$ cat src/tec_cfg.svh
// Register offsets, field positions, reset values and limits of the timer/event counter
`ifndef TEC_CFG_SVH
`define TEC_CFG_SVH

`define TEC_ADDR_W 8
`define TEC_ADDR_LOW 8'h00
`define TEC_ADDR_HIGH 8'h04
`define TEC_ADDR_CTRL 8'h08
`define TEC_ADDR_INTERRUPT_CONTROL 8'h0c

`define TEC_CTRL_EDGE 3
`define TEC_CTRL_RUN 4
`define TEC_CTRL_MODE_LO 6
`define TEC_CTRL_MODE_HI 7
`define TEC_CTRL_RESET 8'h08

`define TEC_INTERRUPT_CONTROL_IRQ_EN 2
`define TEC_INTERRUPT_CONTROL_FLAG 5
`define TEC_INTERRUPT_CONTROL_RESET 8'h00

`define TEC_CNT_MAX 16'hffff
`define TEC_CNT_RESET 16'h0000
`define TEC_BYTE_RESET 8'h00

`endif

$ cat src/tec_pkg.sv
// Types shared by the timer/event counter modules
package tec_pkg;

	typedef enum logic [1:0] {
		TEC_MODE_NONE = 2'h0,
		TEC_MODE_EVENT = 2'h1,
		TEC_MODE_TIMER = 2'h2,
		TEC_MODE_PULSE = 2'h3
	} tec_mode_type;

	typedef enum logic [1:0] {
		TEC_ST_WAIT = 2'b01,
		TEC_ST_MEAS = 2'b10
	} tec_state_type;

	typedef struct packed {
		logic psel;
		logic penable;
		logic pwrite;
		logic [7:0] paddr;
		logic [31:0] pwdata;
	} tec_apb_req_type;

	typedef struct packed {
		logic [31:0] prdata;
		logic pready;
		logic pslverr;
	} tec_apb_rsp_type;

	typedef struct packed {
		logic active;
		logic ret;
	} tec_pin_ev_type;

endpackage

$ cat src/tec_pin_edge.sv
// Edge detector for the external counter input pin
`timescale 1ns/1ns
module tec_pin_edge (
	// Clock and reset
	input wire logic clk_i,
	input wire logic rst_i,
	// Pin and edge choice
	input wire logic pin_i,
	input wire logic edge_sel_i,
	// Detected transitions
	output tec_pkg::tec_pin_ev_type ev_o
);
	import tec_pkg::*;

	logic prev_reg;
	logic prev_next;
	logic rise;
	logic fall;

	always_comb begin
		prev_next = pin_i;
	end

	always_ff @(posedge clk_i) begin
		if (rst_i) begin
			prev_reg <= 1'b0;
		end else begin
			prev_reg <= prev_next;
		end
	end

	assign rise = pin_i & ~prev_reg;
	assign fall = ~pin_i & prev_reg;

	// Zero picks rising, one picks falling, in every mode
	always_comb begin
		ev_o.active = edge_sel_i ? fall : rise;
		ev_o.ret = edge_sel_i ? rise : fall;
	end

endmodule

$ cat src/tec_top.sv
// Timer/event counter, 16-bit, with APB register access
//
// Overview of operation
// - Event and timer modes count upward from present value to all ones.
// - Overflow reloads from preload and sets the overflow flag, bit 5, same cycle.
// - Control bits 0 to 2 and 5 read as zero.
// - Control bit 3 picks active edge: 0 rising, 1 falling.
// - Counting only while run bit 4 is one.
// - Control bits 7:6 select mode: 01 event, 10 timer, 11 pulse, 00 unused.
// - Pulse mode starts at active edge, stops at return level, clears run.
// - Finished measurement is held; one measurement per run set.
// - Pulse measurement starts on an edge, never on the level alone.
// - Overflow during pulse measurement reloads and flags like other modes.
// - Event and timer modes never clear the run bit themselves.
// - Overflow is a wake-up event ending halt.
// - Interrupt service withheld while the enable bit is zero.
// - Preload write with run clear also loads the counter.
// - Preload write with run set leaves the counter counting.
// - Reading the counter high byte blocks counting during that access.
// - Event mode counts pin edges; timer mode counts instruction clocks.
// - Pulse mode counts instruction clocks while the measured level persists.
// - Low byte write buffered; high write loads preload; high read latches low.
`timescale 1ns/1ns
`include "tec_cfg.svh"
module tec_top (
	// Clock and reset
	input wire logic clk_i,
	input wire logic rst_i,
	// APB slave
	input tec_pkg::tec_apb_req_type apb_req_i,
	output tec_pkg::tec_apb_rsp_type apb_rsp_o,
	// External counter pin
	input wire logic counter_input_pin_i,
	// Interrupt and wake-up
	output logic overflow_irq_o,
	output logic overflow_flag_o,
	output logic wake_o
);
	import tec_pkg::*;

	function automatic logic addr_hit(input logic [7:0] addr, input logic [7:0] offs);
		addr_hit = (addr == offs);
	endfunction

	logic [15:0] count_reg, count_next;
	logic [15:0] preload_reg, preload_next;
	logic [7:0] byte_buf_reg, byte_buf_next;
	logic [31:0] prdata_reg, prdata_next;
	logic edge_select_reg, edge_select_next;
	logic count_run_reg, count_run_next;
	tec_mode_type mode_reg, mode_next;
	logic overflow_flag_reg, overflow_flag_next;
	logic irq_enable_reg, irq_enable_next;
	logic wake_reg, wake_next;
	tec_state_type state_reg, state_next;

	tec_pin_ev_type pin_ev;
	logic setup_ph, access_ph, mapped;
	logic wr_low, wr_high, wr_ctrl, wr_interrupt_control;
	logic count_block, tick, overflow, pulse_done;
	logic [15:0] wr_value;

	tec_pin_edge u_pin_edge (
		.clk_i(clk_i),
		.rst_i(rst_i),
		.pin_i(counter_input_pin_i),
		.edge_sel_i(edge_select_reg),
		.ev_o(pin_ev)
	);

	// Bus decode
	assign setup_ph = apb_req_i.psel & ~apb_req_i.penable;
	assign access_ph = apb_req_i.psel & apb_req_i.penable;
	assign mapped = addr_hit(apb_req_i.paddr, `TEC_ADDR_LOW)
		| addr_hit(apb_req_i.paddr, `TEC_ADDR_HIGH)
		| addr_hit(apb_req_i.paddr, `TEC_ADDR_CTRL)
		| addr_hit(apb_req_i.paddr, `TEC_ADDR_INTERRUPT_CONTROL);
	assign wr_low = access_ph & apb_req_i.pwrite & addr_hit(apb_req_i.paddr, `TEC_ADDR_LOW);
	assign wr_high = access_ph & apb_req_i.pwrite & addr_hit(apb_req_i.paddr, `TEC_ADDR_HIGH);
	assign wr_ctrl = access_ph & apb_req_i.pwrite & addr_hit(apb_req_i.paddr, `TEC_ADDR_CTRL);
	assign wr_interrupt_control = access_ph & apb_req_i.pwrite & addr_hit(apb_req_i.paddr, `TEC_ADDR_INTERRUPT_CONTROL);
	assign wr_value = {apb_req_i.pwdata[7:0], byte_buf_reg};

	// Whole read of the high byte freezes the count, both phases
	assign count_block = apb_req_i.psel & ~apb_req_i.pwrite
		& addr_hit(apb_req_i.paddr, `TEC_ADDR_HIGH);

	// Count source per mode
	always_comb begin
		case (mode_reg)
			TEC_MODE_EVENT: tick = count_run_reg & pin_ev.active;
			TEC_MODE_TIMER: tick = count_run_reg;
			// Return cycle already shows the other level, so it is not counted
			TEC_MODE_PULSE: tick = count_run_reg & (state_reg == TEC_ST_MEAS) & ~pin_ev.ret;
			default: tick = 1'b0;
		endcase
		tick = tick & ~count_block;
	end

	// Overflow in any counting mode, pulse included; mode 00 never ticks
	assign overflow = tick & (count_reg == `TEC_CNT_MAX);
	assign pulse_done = (mode_reg == TEC_MODE_PULSE) & (state_reg == TEC_ST_MEAS)
		& count_run_reg & pin_ev.ret;

	// Counter, preload and byte buffer
	always_comb begin
		count_next = count_reg;
		preload_next = preload_reg;
		byte_buf_next = byte_buf_reg;
		if (tick) begin
			count_next = overflow ? preload_reg : count_reg + 16'h0001;
		end
		if (wr_high) begin
			preload_next = wr_value;
			if (!count_run_reg) begin
				count_next = wr_value;
			end
		end
		if (wr_low) begin
			byte_buf_next = apb_req_i.pwdata[7:0];
		end else if (setup_ph & count_block) begin
			// Low byte caught with the high byte so the pair is coherent
			byte_buf_next = count_reg[7:0];
		end
	end

	always_ff @(posedge clk_i) begin
		if (rst_i) begin
			count_reg <= `TEC_CNT_RESET;
			preload_reg <= `TEC_CNT_RESET;
			byte_buf_reg <= `TEC_BYTE_RESET;
		end else begin
			count_reg <= count_next;
			preload_reg <= preload_next;
			byte_buf_reg <= byte_buf_next;
		end
	end

	// Control bits; software write wins over the automatic run clear
	always_comb begin
		edge_select_next = edge_select_reg;
		count_run_next = count_run_reg;
		mode_next = mode_reg;
		if (wr_ctrl) begin
			edge_select_next = apb_req_i.pwdata[`TEC_CTRL_EDGE];
			count_run_next = apb_req_i.pwdata[`TEC_CTRL_RUN];
			mode_next = tec_mode_type'(apb_req_i.pwdata[`TEC_CTRL_MODE_HI:`TEC_CTRL_MODE_LO]);
		end else if (pulse_done) begin
			count_run_next = 1'b0;
		end
	end

	always_ff @(posedge clk_i) begin
		if (rst_i) begin
			edge_select_reg <= 1'(`TEC_CTRL_RESET >> `TEC_CTRL_EDGE);
			count_run_reg <= 1'(`TEC_CTRL_RESET >> `TEC_CTRL_RUN);
			mode_reg <= TEC_MODE_NONE;
		end else begin
			edge_select_reg <= edge_select_next;
			count_run_reg <= count_run_next;
			mode_reg <= mode_next;
		end
	end

	// Pulse measurement sequencer: armed only by an edge
	always_comb begin
		state_next = state_reg;
		case (state_reg)
			TEC_ST_WAIT: begin
				if ((mode_reg == TEC_MODE_PULSE) & count_run_reg & pin_ev.active) begin
					state_next = TEC_ST_MEAS;
				end
			end
			TEC_ST_MEAS: begin
				if (!count_run_reg || mode_reg != TEC_MODE_PULSE || pin_ev.ret) begin
					state_next = TEC_ST_WAIT;
				end
			end
			default: state_next = TEC_ST_WAIT;
		endcase
	end

	always_ff @(posedge clk_i) begin
		if (rst_i) begin
			state_reg <= TEC_ST_WAIT;
		end else begin
			state_reg <= state_next;
		end
	end

	// Interrupt control: a new overflow beats a clearing write
	always_comb begin
		irq_enable_next = wr_interrupt_control ? apb_req_i.pwdata[`TEC_INTERRUPT_CONTROL_IRQ_EN] : irq_enable_reg;
		overflow_flag_next = wr_interrupt_control ? apb_req_i.pwdata[`TEC_INTERRUPT_CONTROL_FLAG] : overflow_flag_reg;
		overflow_flag_next = overflow_flag_next | overflow;
		wake_next = overflow;
	end

	always_ff @(posedge clk_i) begin
		if (rst_i) begin
			irq_enable_reg <= 1'b0;
			overflow_flag_reg <= 1'b0;
			wake_reg <= 1'b0;
		end else begin
			irq_enable_reg <= irq_enable_next;
			overflow_flag_reg <= overflow_flag_next;
			wake_reg <= wake_next;
		end
	end

	// Read data captured in setup so it comes from a flop in the access phase
	always_comb begin
		prdata_next = prdata_reg;
		if (setup_ph & ~apb_req_i.pwrite) begin
			prdata_next = 32'h0000_0000;
			if (addr_hit(apb_req_i.paddr, `TEC_ADDR_LOW)) begin
				prdata_next[7:0] = byte_buf_reg;
			end else if (addr_hit(apb_req_i.paddr, `TEC_ADDR_HIGH)) begin
				prdata_next[7:0] = count_reg[15:8];
			end else if (addr_hit(apb_req_i.paddr, `TEC_ADDR_CTRL)) begin
				// Bits 2:0 and 5 stay zero
				prdata_next[`TEC_CTRL_MODE_HI:`TEC_CTRL_MODE_LO] = mode_reg;
				prdata_next[`TEC_CTRL_RUN] = count_run_reg;
				prdata_next[`TEC_CTRL_EDGE] = edge_select_reg;
			end else if (addr_hit(apb_req_i.paddr, `TEC_ADDR_INTERRUPT_CONTROL)) begin
				prdata_next[`TEC_INTERRUPT_CONTROL_FLAG] = overflow_flag_reg;
				prdata_next[`TEC_INTERRUPT_CONTROL_IRQ_EN] = irq_enable_reg;
			end
		end
	end

	always_ff @(posedge clk_i) begin
		if (rst_i) begin
			prdata_reg <= 32'h0000_0000;
		end else begin
			prdata_reg <= prdata_next;
		end
	end

	always_comb begin
		apb_rsp_o.prdata = prdata_reg;
		apb_rsp_o.pready = 1'b1;
		apb_rsp_o.pslverr = access_ph & ~mapped;
	end

	assign overflow_irq_o = overflow_flag_reg & irq_enable_reg;
	assign overflow_flag_o = overflow_flag_reg;
	assign wake_o = wake_reg;
endmodule

$ cat config.mk
export PLATFORM = sky130hd
export DESIGN_NAME = tec_top
export DESIGN_NICKNAME = d
export VERILOG_FILES = /design/src/tec_pkg.sv /design/src/tec_pin_edge.sv /design/src/tec_top.sv
export VERILOG_INCLUDE_DIRS = /design/src
export SDC_FILE = /design/constraint.sdc
export NUM_CORES = 1
export LEC_CHECK = 0
export BUFFER_PORTS_ARGS = -buffer_cell sky130_fd_sc_hd__buf_2
export CAP_MARGIN = 20
export CORE_MARGIN = 1.5
export CORE_UTILIZATION = 50
export DETAILED_ROUTE_END_ITERATION = 8
export GPL_TIMING_DRIVEN = 0
export PLACE_DENSITY = 0.84
export SYNTH_ARGS = -nofsm -noshare
export SYNTH_HDL_FRONTEND = slang
export SYNTH_SLANG_ARGS = --single-unit
export TNS_END_PERCENT = 30
$ cat constraint.sdc
create_clock -name clk_i -period 3.95 [get_ports clk_i]
set_input_delay 0.1975 -clock clk_i [delete_from_list [all_inputs] [get_ports clk_i]]
set_output_delay 0.1975 -clock clk_i [all_outputs]
set_load 0.05 [all_outputs]
==> metrics.cfg <==
[global_routing]
grt-busiest-layer = met2
grt_util_all_layers_pct = 27.03
grt_max_degree = 11
grt_util_met3_pct = 5.440
overflow = 0
antenna_found_initial = 0
grt_use_met2_pct = 43.84
grt_pass1_wl_um = 14940
grt_pass1_vias = 2900
gr-usage-met1_pct = 35.83

[route]
drt-initial-drc-count = 294
drc = 0
wl_per_cell_um = 17.65
routed_wl_um = 9530
dr.pass1.iters = 5
vias_per_cell = 5.957
vias = 3217
ant_nets = 0

[die]
pin_count = 83
die_area_um2 = 6984
rows = 29
core_um2 = 6314
start_util_pct = 51.41
die_h_um = 83.57
fp.dieW_um = 83.57

[setup_path]
critPathKind = reg2reg
worstSetupEndpointType = register
start_kind = register
cp.required_ns = 4.17
cp_max_fo = 9
cp.arrival_ns = 2.81
startpoint = count_reg[0]
r2r_start = count_reg[0]

[timing]
fin_worst_skew_ns = 0.01248
fin_ws_ns = 1.358
fmax_mhz = 385.8
totalNegativeSetupSlack_ns = 0
post-route-period-util_pct = 65.62
final-max-slew-violation-count = 0
hold_viol = 0
rsz0062_at_grt = false
worst_pin_slew_ns = 1.027
layout_min_cycle_time_ns = 2.592
slew_headroom_pct = 30.90
setup_viol = 0

[yosys]
yosys_warnings = 0
ys_types = 60
synth_flop_cell = dfxtp_1
synth_edf_count = 0
seq_area_frac_synth_pct = 35.77
syn_area_per_cell_um2 = 8.259
synth_seq_cells = 58
syn_inst = 393
synth_area_um2 = 3246
ys_async_sr_fraction_pct = 0

[cells_and_area]
layout-drive-gt1-share_pct = 20.30
final_cell_mix = dfxtp_1, nor2_1, nand2_1
fin_util_pct = 59.85
fillers = 604
layout_commonest_cell = dfxtp_1
num_antenna_cells = 0
layout.nets = 506
synthToLayoutAreaGrowth_pct = 16.42

[job]
drv_cap = 0

[clock_tree]
postCtsSetupBuffers = 0
clk_pin_slew_ns = 0.07
cts_buffer_depth = 2
cts_tree = done
cts-htree-levels = 3
cts_root_buffer = clkbuf_8
ctsHoldBuffers = 0
cts_resized = 0
clock_latency_ns = 0.35
cts.sinks = 58
cts_buffers = 9

[hold_path]
min-delay-start = counter_input_pin_i
hp-class = in2reg

[pwr]
powerDensity_nw_per_um2 = 333.7
ir_worst_vdd_mv = 0.2402
p_leak_nw = 1.567

[run_status]
status = completed

[placement]
port_buffers = 31
gp_congestion = 0.9653
post-place-ws_ns = 1.410
hpwl_um = 6824

==> cells in the mapped netlist, types with 5 or more instances <==
master / n / share of area (%)
o21ai_0: 11 / 1.7
nand2b_1: 6 / 1.2
nand4_1: 6 / 1.2
nor2b_1: 5 / 0.96
a22oi_1: 14 / 3.2
clkbuf_1: 17 / 2.0
nand3_1: 23 / 3.5
buf_4: 27 / 6.2
a21oi_1: 24 / 3.7
mux2i_1: 24 / 7.4
a41o_1: 5 / 1.5
nor4_1: 5 / 0.96
a211oi_1: 5 / 1.2
and3_1: 5 / 0.96
nand2_1: 41 / 4.7
nor2_1: 43 / 5.0
dfxtp_1: 58 / 36
nor3_1: 6 / 0.93
==> where the power goes <==
group / switching (mW) / internal [mW]
logic: 0.0986 / 0.0354
registers: 0.000683 / 0.585
clock network: 0.248 / 0.293
total: 0.347 / 0.914
==> kinds of logic (layout without fill, tap and decap cells) <==
family	Yosys count	in the layout	share of synthesized area (%)
AND/OR/NAND/NOR	161	161	25.68
AO/OA/AOI/OAI	90	90	19.43
flip-flops	58	58	35.77
buffers and inverters	52	99	9.522
multiplexers	27	27	8.442
other	2	25	0.2314
XOR/XNOR	2	2	0.5398
adder cells (fa/ha/maj)	1	1	0.3854
==> metal layers <==
| layer | wire length [um] | share of wire [%] |
|---|---|---|
| met1 | 4098 | 43 |
| met3 | 789 | 8.3 |
| met5 | 0 | 0 |
| met2 | 4460 | 47 |
| met4 | 183 | 1.9 |
==> stage by stage <==
| stage | power (mW) | area (um2) | cells | hold WS, ns |
|---|---|---|---|---|
| floorplan | 0.7008 | 3332 | 416 | 0.3061 |
| global placement | 0.7296 | 3583 | 524 | 0.4439 |
| detailed placement | 0.7305 | 3583 | 524 | 0.4495 |
| CTS | 1.254 | 3774 | 539 | 0.1263 |
| global route | 1.287 | 3779 | 540 | 0.1408 |
| finish | 1.261 | 3779 | 540 | 0.1226 |
==> final timing paths <==
check                   endpoint  slack (ns)  depth (start not counted)
min          u_pin_edge.prev_reg        0.12                          2
min reg2reg      preload_reg[11]        0.46                          2
max                count_reg[15]        1.36                          7
max reg2reg        count_reg[15]        1.36                          7
==> layout make-up <==
| cell class | instances | area (um2) | area share, % |
|---|---|---|---|
| plain buffers | 49 | 297.8 | 7.881 |
| clock buffers | 14 | 182.7 | 4.834 |
| clock inverters | 1 | 7.507 | 0.1987 |
| inverters | 3 | 11.26 | 0.2980 |
| multi-input cells | 306 | 1862 | 49.27 |
| flip-flops and latches | 58 | 1161 | 30.73 |
| well taps | 77 | 96.34 | 2.550 |
| repair buffers | 32 | 160.2 | 4.238 |
==> worst max-delay path: stages (launching register included) <==
cell and delay (ns):
dfxtp_1 0.44, ha_1 0.27, nand4_1 0.17, nor3_2 0.47, nand2_2 0.30, and3_1 0.25
a2111oi_0 0.41, o32ai_1 0.15
(Power assumes the default switching activity.)
